## config.mk

```make
export PLATFORM = sky130hd
export DESIGN_NAME = rst_top
export DESIGN_NICKNAME = d
export VERILOG_FILES = /design/src/hw/rst_pkg.sv /design/src/hw/rst_prot_if.sv /design/src/hw/rst_top.sv /design/src/hw/rst_sync.sv /design/src/hw/rst_protect.sv
export SDC_FILE = /design/constraint.sdc
export NUM_CORES = 1
export LEC_CHECK = 0
export BUFFER_PORTS_ARGS = -buffer_cell sky130_fd_sc_hd__buf_2
export CAP_MARGIN = 15
export CORE_ASPECT_RATIO = 1.1
export CORE_MARGIN = 8
export CORE_UTILIZATION = 26
export DETAILED_ROUTE_END_ITERATION = 6
export HOLD_SLACK_MARGIN = 0.08
export SYNTH_ARGS = -nofsm -noshare
export SYNTH_HDL_FRONTEND = slang
export SYNTH_SLANG_ARGS = --single-unit
```

## constraint.sdc

```tcl
create_clock -name SYS_CLK -period 4.42 [get_ports SYS_CLK]
set_input_delay 0.221 -clock SYS_CLK [delete_from_list [all_inputs] [get_ports SYS_CLK]]
set_output_delay 0.221 -clock SYS_CLK [all_outputs]
set_load 0.02 [all_outputs]
```

## src/hw/rst_pkg.sv

```systemverilog
`default_nettype none
package rst_pkg;
	// byte addresses on the register bus
	localparam logic [31:0] ADDR_CAUSE = 32'hfffff888;
	localparam logic [31:0] ADDR_PROT_CMD = 32'hfffff884;
	localparam logic [31:0] ADDR_IRQ_STAT = 32'hfffff88c;
	localparam logic [31:0] ADDR_IRQ_MASK = 32'hfffff890;
	localparam logic [31:0] ADDR_STATUS = 32'hfffff894;
	localparam logic [7:0] PROT_KEY = 8'ha5;
	// cause register layout
	localparam logic [7:0] MASK_UNDERVOLT = 8'h01;
	localparam logic [7:0] MASK_CLK_LOSS = 8'h02;
	localparam logic [7:0] MASK_WDT = 8'h10;
	localparam logic [7:0] CAUSE_USED = 8'h13;
	localparam logic [7:0] CAUSE_RESET = 8'h00;
	// interrupt status / mask layout
	localparam int IRQ_W = 3;
	localparam logic [2:0] IRQ_EMERG = 3'h1;
	localparam logic [2:0] IRQ_PROT_ERR = 3'h2;
	localparam logic [2:0] IRQ_RELEASE = 3'h4;
	localparam logic [2:0] IRQ_MASK_RESET = 3'h0;
	// timing
	localparam int CLK_PERIOD_NS = 100;
	localparam int HOLD_TIME_NS = 1000;
	localparam int HOLD_CYCLES_DEF = (HOLD_TIME_NS + CLK_PERIOD_NS - 1) / CLK_PERIOD_NS;
	localparam int STAB_TIME_NS = 204800;
	localparam int STAB_CYCLES_DEF = (STAB_TIME_NS + CLK_PERIOD_NS - 1) / CLK_PERIOD_NS;
	localparam int CNT_W = 16;
	typedef enum logic [1:0] {PH_PIN, PH_HOLD, PH_STAB, PH_RUN} rst_phase_type;
endpackage : rst_pkg
`default_nettype wire

```

## src/hw/rst_prot_if.sv

```systemverilog
`timescale 1ns/100ps
`default_nettype none
interface rst_prot_if;
	logic wr_any;
	logic wr_key;
	logic wr_cause;
	logic permit;
	logic violation;
	modport ctl (output wr_any, wr_key, wr_cause, input permit, violation);
	modport prot (input wr_any, wr_key, wr_cause, output permit, violation);
endinterface : rst_prot_if
`default_nettype wire

```

## src/hw/rst_top.sv

```systemverilog
// Operation
// - four sources each raise system reset
// - watchdog during stabilisation selects ring oscillator
// - cause writes need protected key sequence
// - cause register byte and bit accessible
// - reset pin clears all cause flags
// - flags: watchdog bit4, clock loss bit1, undervolt bit0
// - internal reset sets only its own flag
// - writing zero clears a flag
// - setting beats a simultaneous clear
// - bits 7,6,5,3,2 read zero
// - pin low holds reset, rising starts stabilisation before release
// - internal reset holds fixed time, oscillator off
`timescale 1ns/100ps
`default_nettype none
module rst_top
	import rst_pkg::*;
#(
	parameter int HOLD_CYCLES = HOLD_CYCLES_DEF,
	parameter int STAB_CYCLES = STAB_CYCLES_DEF
)
(
	input wire logic SYS_CLK, // 10 MHz system clock
	input wire logic RST_N, // synchronous block reset, active low
	input wire logic RESET_PIN_N, // external reset pin, active low
	input wire logic WDT_OVF, // watchdog overflow, same clock
	input wire logic LVD_DETECT, // low-voltage detector, asynchronous
	input wire logic CLK_LOSS, // clock-loss monitor, asynchronous
	input wire logic [31:0] AVS_ADDRESS, // byte address
	input wire logic AVS_READ, // read request
	input wire logic AVS_WRITE, // write request
	input wire logic [31:0] AVS_WRITEDATA, // write data
	input wire logic [3:0] AVS_BYTEENABLE, // byte lanes
	output logic [31:0] AVS_READDATA, // read data
	output logic AVS_WAITREQUEST, // high until answered
	output logic SYS_RESET_N, // system reset, active low
	output logic MAIN_OSC_EN, // main oscillator enable
	output logic RING_OSC_SEL, // cpu runs from ring oscillator
	output logic IRQ // level interrupt
);
	typedef struct packed
	{
		rst_phase_type phase;
		logic [CNT_W-1:0] cnt;
		logic [7:0] cause;
		logic ring;
		logic [IRQ_W-1:0] irq_stat;
		logic [IRQ_W-1:0] irq_mask;
		logic wait_req;
		logic [31:0] rdata;
		logic sys_rst_n;
		logic osc_en;
		logic irq;
	} rst_top_regs_type;

	localparam rst_top_regs_type RESET_STATE = '{
		phase: PH_PIN,
		cnt: '0,
		cause: CAUSE_RESET,
		ring: 1'b0,
		irq_stat: '0,
		irq_mask: IRQ_MASK_RESET,
		wait_req: 1'b1,
		rdata: '0,
		sys_rst_n: 1'b0,
		osc_en: 1'b0,
		irq: 1'b0
	};
	localparam logic [CNT_W-1:0] HOLD_LAST = CNT_W'(HOLD_CYCLES - 1);
	localparam logic [CNT_W-1:0] STAB_LAST = CNT_W'(STAB_CYCLES - 1);

	if (HOLD_CYCLES < 1 || HOLD_CYCLES >= (1 << CNT_W) || STAB_CYCLES < 1 || STAB_CYCLES >= (1 << CNT_W))
	begin : g_chk
		$error("rst_top: HOLD_CYCLES and STAB_CYCLES must be 1 to 65535");
	end

	rst_top_regs_type s_reg;
	rst_top_regs_type s_next;

	logic pin_s;
	logic lvd_s;
	logic clm_s;
	logic req;
	logic wr;
	logic rd;
	logic hit_cause;
	logic hit_cmd;
	logic hit_stat;
	logic hit_mask;
	logic hit_status;
	logic lvd_trig;
	logic clm_trig;
	logic wdt_trig;
	logic [7:0] set_vec;
	logic any_set;
	logic ev_emerg;
	logic ev_release;
	logic [IRQ_W-1:0] ev;

	rst_prot_if prot_bus();

	// pin and analog detectors come from outside the clock domain
	rst_sync #(
		.WIDTH(3),
		.RESET_VAL(3'h0)
	) rst_sync_i (
		.clk(SYS_CLK),
		.rst_n(RST_N),
		.din({CLK_LOSS, LVD_DETECT, RESET_PIN_N}),
		.dout({clm_s, lvd_s, pin_s})
	);

	rst_protect rst_protect_i (
		.clk(SYS_CLK),
		.rst_n(RST_N),
		.p(prot_bus.prot)
	);

	// one answer per request; wait_req low for exactly one cycle
	assign req = (AVS_READ || AVS_WRITE) && s_reg.wait_req;
	// only lane 0 carries register data; writes without it are dropped
	assign wr = req && AVS_WRITE && AVS_BYTEENABLE[0];
	assign rd = req && AVS_READ;
	assign hit_cause = (AVS_ADDRESS == ADDR_CAUSE);
	assign hit_cmd = (AVS_ADDRESS == ADDR_PROT_CMD);
	assign hit_stat = (AVS_ADDRESS == ADDR_IRQ_STAT);
	assign hit_mask = (AVS_ADDRESS == ADDR_IRQ_MASK);
	assign hit_status = (AVS_ADDRESS == ADDR_STATUS);

	assign prot_bus.wr_any = wr;
	assign prot_bus.wr_key = wr && hit_cmd && (AVS_WRITEDATA[7:0] == PROT_KEY);
	assign prot_bus.wr_cause = wr && hit_cause;

	// detectors are ignored while the pin already holds reset
	assign lvd_trig = lvd_s && (s_reg.phase != PH_PIN);
	assign clm_trig = clm_s && (s_reg.phase != PH_PIN);
	// watchdog is stopped in hold; in stabilisation it means a bad crystal
	assign wdt_trig = WDT_OVF && (s_reg.phase == PH_RUN);
	assign set_vec = ({8{lvd_trig}} & MASK_UNDERVOLT) | ({8{clm_trig}} & MASK_CLK_LOSS) | ({8{wdt_trig}} & MASK_WDT);
	assign any_set = |set_vec;

	assign ev_emerg = (s_reg.phase == PH_STAB) && WDT_OVF && !any_set && pin_s;
	assign ev_release = (s_reg.phase == PH_STAB) && !WDT_OVF && (s_reg.cnt == STAB_LAST) && !any_set && pin_s;
	assign ev = ({IRQ_W{ev_emerg}} & IRQ_EMERG) | ({IRQ_W{prot_bus.violation}} & IRQ_PROT_ERR)
		| ({IRQ_W{ev_release}} & IRQ_RELEASE);

	always_comb
	begin
		s_next = s_reg;

		case (s_reg.phase)
			PH_PIN:
			begin
				if (pin_s)
				begin
					s_next.phase = PH_STAB;
					s_next.cnt = '0;
				end
			end
			PH_HOLD:
			begin
				if (s_reg.cnt == HOLD_LAST)
				begin
					s_next.phase = PH_STAB;
					s_next.cnt = '0;
				end
				else
					s_next.cnt = s_reg.cnt + 1'b1;
			end
			PH_STAB:
			begin
				if (WDT_OVF)
				begin
					s_next.ring = 1'b1;
					s_next.phase = PH_RUN;
				end
				else if (s_reg.cnt == STAB_LAST)
					s_next.phase = PH_RUN;
				else
					s_next.cnt = s_reg.cnt + 1'b1;
			end
			PH_RUN:
			begin
				s_next.cnt = '0;
			end
			default:
			begin
				s_next.phase = PH_PIN;
			end
		endcase

		// a new internal source restarts the hold
		if (any_set)
		begin
			s_next.phase = PH_HOLD;
			s_next.cnt = '0;
			s_next.ring = 1'b0;
		end
		if (!pin_s)
		begin
			s_next.phase = PH_PIN;
			s_next.cnt = '0;
			s_next.ring = 1'b0;
		end

		// flags are untouched by the internal reset itself
		if (prot_bus.permit)
			s_next.cause = s_reg.cause & AVS_WRITEDATA[7:0];
		s_next.cause = (s_next.cause | set_vec) & CAUSE_USED;
		if (!pin_s)
			s_next.cause = CAUSE_RESET;

		if (wr && hit_stat)
			s_next.irq_stat = s_reg.irq_stat & ~AVS_WRITEDATA[IRQ_W-1:0];
		s_next.irq_stat = s_next.irq_stat | ev;
		if (wr && hit_mask)
			s_next.irq_mask = AVS_WRITEDATA[IRQ_W-1:0];

		s_next.wait_req = !req;
		s_next.rdata = '0;
		if (rd)
		begin
			if (hit_cause)
				s_next.rdata = {24'h0, s_reg.cause & CAUSE_USED};
			else if (hit_stat)
				s_next.rdata = {29'h0, s_reg.irq_stat};
			else if (hit_mask)
				s_next.rdata = {29'h0, s_reg.irq_mask};
			// run bit follows the next phase, so it matches SYS_RESET_N while the data stands
			else if (hit_status)
				s_next.rdata = {29'h0, s_reg.ring, s_next.phase == PH_RUN, s_reg.phase == PH_STAB};
		end

		// outputs follow the next phase so they line up with it
		s_next.sys_rst_n = (s_next.phase == PH_RUN);
		s_next.osc_en = (s_next.phase == PH_STAB) || (s_next.phase == PH_RUN);
		s_next.irq = |(s_next.irq_stat & s_next.irq_mask);
	end

	always_ff @(posedge SYS_CLK)
	begin
		if (!RST_N)
			s_reg <= RESET_STATE;
		else
			s_reg <= s_next;
	end

	assign AVS_READDATA = s_reg.rdata;
	assign AVS_WAITREQUEST = s_reg.wait_req;
	assign SYS_RESET_N = s_reg.sys_rst_n;
	assign MAIN_OSC_EN = s_reg.osc_en;
	assign RING_OSC_SEL = s_reg.ring;
	assign IRQ = s_reg.irq;
endmodule : rst_top
`default_nettype wire

```

## src/hw/rst_sync.sv

```systemverilog
`timescale 1ns/100ps
`default_nettype none
module rst_sync
	import rst_pkg::*;
#(
	parameter int WIDTH = 1,
	parameter logic [WIDTH-1:0] RESET_VAL = '0
)
(
	input wire logic clk, // system clock
	input wire logic rst_n, // synchronous reset, active low
	input wire logic [WIDTH-1:0] din, // asynchronous inputs
	output logic [WIDTH-1:0] dout // synchronised copy
);
	typedef struct packed
	{
		logic [WIDTH-1:0] meta;
		logic [WIDTH-1:0] sync;
	} rst_sync_regs_type;

	rst_sync_regs_type s_reg;
	rst_sync_regs_type s_next;

	if (WIDTH < 1)
	begin : g_chk
		$error("rst_sync: WIDTH must be at least 1");
	end

	// meta is read by sync only
	always_comb
	begin
		s_next.meta = din;
		s_next.sync = s_reg.meta;
	end

	always_ff @(posedge clk)
	begin
		if (!rst_n)
			s_reg <= '{meta: RESET_VAL, sync: RESET_VAL};
		else
			s_reg <= s_next;
	end

	assign dout = s_reg.sync;
endmodule : rst_sync
`default_nettype wire

```

## src/hw/rst_protect.sv

```systemverilog
`timescale 1ns/100ps
`default_nettype none
module rst_protect
	import rst_pkg::*;
(
	input wire logic clk, // system clock
	input wire logic rst_n, // synchronous reset, active low
	rst_prot_if.prot p // write strobes and verdict
);
	typedef struct packed
	{
		logic armed;
	} rst_prot_regs_type;

	rst_prot_regs_type s_reg;
	rst_prot_regs_type s_next;

	// any write other than the key disarms, so the key must be the write just before
	always_comb
	begin
		s_next = s_reg;
		if (p.wr_any)
			s_next.armed = p.wr_key;
	end

	always_ff @(posedge clk)
	begin
		if (!rst_n)
			s_reg <= '0;
		else
			s_reg <= s_next;
	end

	assign p.permit = p.wr_cause && s_reg.armed;
	assign p.violation = p.wr_cause && !s_reg.armed;
endmodule : rst_protect
`default_nettype wire

```

Yosys cells after proc, flatten, opt, wreduce, memory -nomap -nowiden
Index checks and enable logic that the tools add are counted.

Register bits after elaboration: 71. Bits in latches: 0. Bits in writable memories: 0. Bits in read-only memories: 0. Input port bits: 76. Memories: 0.

$add $sub $neg: 1. Multipliers: 0. Div/mod/pow operators: 0. Order comparisons: 0. Equal/unequal tests: 15. Shifts and indexed selects: 0. Muxes and demuxes: 17. Bitwise gates (word level): 13. Reduce and logical (&&, ||, !) cells: 39.

Operators with widths (number): $eq A32 B32 Y1 const B (5); $mux W16 (3); $pmux W16 S3 (1); $mux W18 (2); $logic_and A1 B1 Y1 (21); $add A16 B1 Y16 const B (1); $eq A16 B11 Y1 const B (1); $eq A16 B4 Y1 const B (1); $mux W3 (5); $mux W5 (2); $reduce_or A10 Y1 (1); $eq A2 B2 Y1 const B (4); $eq A8 B8 Y1 const B (1); $reduce_and A2 Y1 (4); $reduce_or A8 Y1 (1); $and A3 B3 Y3 (2); $mux W2 (3); $pmux W2 S3 (1); $reduce_or A3 Y1 (2); $and A5 B5 Y5 (1); $or A2 B5 Y5 (1); $or A5 B5 Y5 (1); $reduce_or A5 Y1 (1); $logic_not A1 Y1 (4); other kinds (11) (16).

Depth between registers and ports, before layout
Depth after elaboration: 13. Depth in mapped cells: 8. Mapped depth without buffers: 7.

Hierarchy
From an unflattened synthesis, not the netlist that was laid out.

Cells, all modules: 262. Area, all modules: 2270.9 µm².

By module, submodules not included: rst_top (instances 1, cells an instance 245, area each 2064.5 µm²); rst_sync (instances 1, cells an instance 12, area each 157.7 µm²); rst_protect (instances 1, cells an instance 5, area each 48.8 µm²).

Worst setup path before layout
OpenSTA, ideal clock, no wires.

Path type: input to register. Start point: input AVS_ADDRESS[9]. End point: register s_reg, in the netlist IRQ. Arrival time: 1921 ps. Data required time: 4300 ps. Setup slack: 2379 ps. Cell stages on the path: 7. Path through: or4b_4 > nor4_4 > and2_1 > buf_6 > a31oi_1 > a221o_1 > a211o_1.

Cells in the longest elaborated chain, start to end: 8.

RTL lines: start, declared (RTL line rst_top.sv:29) `input wire logic [31:0] AVS_ADDRESS,`; $eq A32 B32 Y1 (RTL line rst_top.sv:124) `assign hit_cause = (AVS_ADDRESS == ADDR_CAUSE);`; $logic_and A1 B1 Y1 (RTL line rst_top.sv:132) `assign prot_bus.wr_cause = wr && hit_cause;`; $logic_and A1 B1 Y1 (RTL line rst_protect.sv:35) `assign p.violation = p.wr_cause && !s_reg.armed;`; $or A1 B2 Y2 (RTL line rst_top.sv:144) `assign ev = ({IRQ_W{ev_emerg}} & IRQ_EMERG) | ({IRQ_W{prot_bus.violation}} & IRQ_PROT_ERR)`; $or A2 B3 Y3 (RTL line rst_top.sv:145) `| ({IRQ_W{ev_release}} & IRQ_RELEASE);`; $or A3 B3 Y3 (RTL line rst_top.sv:215) `s_next.irq_stat = s_next.irq_stat | ev;`; $and A3 B3 Y3 * (RTL line rst_top.sv:237) `s_next.irq = |(s_next.irq_stat & s_next.irq_mask);`; $reduce_or A3 Y1 * (RTL line rst_top.sv:237); end signal, assigned (RTL line rst_top.sv:245) `s_reg <= s_next;`; end, declared (RTL line rst_top.sv:77) `rst_top_regs_type s_reg;`.

Every way passes the cells marked *; elsewhere a longest branch is shown, timed or not. A chain may end at the register's enable or synchronous reset.

Worst setup path after layout
Start point: register s_reg[62] (netlist bit). End point: register s_reg[60] (netlist bit).

Cells in the longest elaborated chain, start to end: 3.

RTL lines (RTL line): $eq A16 B4 Y1 / $eq A16 B11 Y1 (equally long branches) (rst_top.sv:162, rst_top.sv:177); $mux W16 / $ne A2 B2 Y1 (equally long branches); $pmux W16 S3 / $reduce_and A2 Y1 (equally long branches).

Parallel ways exist; a longest one is shown, timed or not.

==> results.tsv <==
metric	value	unit
p_leak	1.139	nW
fin_crit_sh	0.5204	
postSynthAreaPerCell	8.763	sq um
synth-async-reset-ratio	0	
synth_seq_cells	43	
drt-total-wl	5.717	mm
power_density	268.5	nW/um^2
drtAntennaViolNets	0	
cp.required	4.61	ns
dr_total_vias	1999	
area_delta_synth_final	13.69	%
cp_num_buf_inv	1	
dp_hpwl	4.502	mm
synth-main-ff-cell	dfxtp_1	
wl_per_cell	13.20	microns
yosysTopAreaCell	dfxtp_1	
drt_iter0_drc	76	
path_cells	or4_1, o31ai_1, nor2_1, o21ai_1, buf_4, nor2_1	
critPathMaxFanout	11	
fin_crit	2.300	ns
yosysSeqAreaShare	0.3665	
grt_pass1_wl	8.894	mm
grt_pass1_vias	1934	
port_buffers	57	
cp-end-kind	flip-flop	
cts.clk_slew.worst_paths	0.08	ns
dieWidth	106.6	microns
synth.top_cell.area_share	0.3665	
critical_path_class	flip-flop to flip-flop	
stdcell_count	433	
fin_skew	0.007079	ns
worst_slew_pin_slew	0.5722	ns
cts_tree	yes	
placed_area	2574	sq um
crit_slowest_cell	or4_1	
cp_common_cell	nor2_1	
final.setup.tns	0	ns
maxSlewHeadroom	0.6145	
synth_cell_types	52	
coreArea	8828	sq um
drive_gt1_frac	0.2476	
post_cts_buffers	0	
cts_resized	0	
io_pins	113	
largest_register_ffs	27	
synthTopCellsByArea	dfxtp_1, buf_4, xor2_1	
hold_viol_final	0	
die_area	12330	sq um
clock_tree.root_cell	clkbuf_8	
numClockSinks	43	
die_h	115.7	microns
n_antenna_cell	0	
clock.fmax	0.4347	GHz
slew_viol_final	0	
fill_cells	971	
ys_top_cells_by_count	dfxtp_1, buf_4, nor2_1	
viasPerCell	4.617	
numCtsBuffers	5	
fin_area	2670	sq um
maxCapViolCount	0	
slowest_delay	0.58	ns
dp_cells	424	
start_kind	flip-flop	
core.rowCount	36	
crit_family	simple AND/OR/NAND/NOR gates	
antenna_found_initial	0	
grt_max_degree	20	
nets	396	
rsz0062_at_grt	false	
power	0.7170	mW
yosysMostFrequentCell	dfxtp_1	
setup_viol	0	
synthCells	268	
initial_core_util	0.2660	
yosys_warnings	0	
h-tree-depth	2	
r2r_slack	2.12	ns
clockBufferDepth	2	
irDropWorstVdd	0.1031	mV
status	completed	
cts_hold_buf	0	
first_pass_iters	4	
grt_overflow	0	
hp-class	input pin to flip-flop	
place_congestion	0.8211	
syn_area	2349	sq um
drc	0	
grt_use_total	0.08856	
arrival	2.49	ns
insertion_delay	0.30	ns
synth-edff-count	0	
final timing paths:
kind                                           to                       startpoint  cells past startpoint
setup reg to reg           s_reg[60]$_SDFFE_PP0P_           s_reg[62]$_SDFFE_PP0P_                      6
setup / recovery           s_reg[60]$_SDFFE_PP0P_           s_reg[62]$_SDFFE_PP0P_                      6
hold / removal    rst_sync_i.s_next[1]$_SDFF_PN0_                       LVD_DETECT                      2
hold reg to reg     rst_sync_i.dout[0]$_SDFF_PN0_  rst_sync_i.s_next[0]$_SDFF_PN0_                      1
through the flow:
step                  util  hold slack (ns)  setup WS [ns]
finish              0.3024           0.1249          2.120
global route        0.3024           0.1274          2.035
CTS                 0.3016           0.1132          1.783
detailed placement  0.2915           0.4193          1.817
global placement    0.2915           0.4140          1.802
floorplan                -           0.3369          2.379
placed cells by master (no fill, tap or decap), types with 5 or more instances in the layout:
cell	count
dfxtp_1	43
a21oi_1	10
conb_1	28
nor2_1	25
o211ai_1	5
xor2_1	15
and3_1	9
buf_2	57
nand2_1	11
nand3_1	12
o21ai_0	10
inv_1	6
nand4_1	8
and2_1	11
clkbuf_8	5
power breakdown:
| part | switching (mW) | internal [mW] | leakage [nW] |
|---|---|---|---|
| Sequential | 0.00265 | 0.391 | 0.348 |
| Clock | 0.142 | 0.110 | 0.0402 |
| Combinational | 0.0476 | 0.0243 | 0.750 |
layout make-up:
cell class                 instances  area [sq um]  area share
multi-input combinational        204          1262      0.4728
timing repair buffer              58         292.8      0.1097
inverter                           6         22.52    0.008435
clock inverter                     3         20.02    0.007498
clock buffer                       5         68.82     0.02577
sequential                        43         860.8      0.3224
tap                              114         142.6     0.05342
metal layers:
layer	vias up	routed length, microns	track usage	share of wire
li1	992	-	-	-
met5	-	0	0	0
met1	923	2336	0.09554	0.41
met4	0	139	0.04695	0.024
met3	10	598	0.03615	0.10
met2	74	2642	0.1460	0.46
logic make-up after synthesis:
family	after synthesis	share of synthesized area
xor gates and xnor gates	15	0.05594
AOI/OAI and AO/OA	48	0.1407
other	1	0.001597
DFF	43	0.3665
and+or+nand+nor	108	0.2722
buffers and inverters	48	0.1390
adders and majority gates	2	0.01065
muxes	3	0.01332
Power figures use the tool's default switching activity.
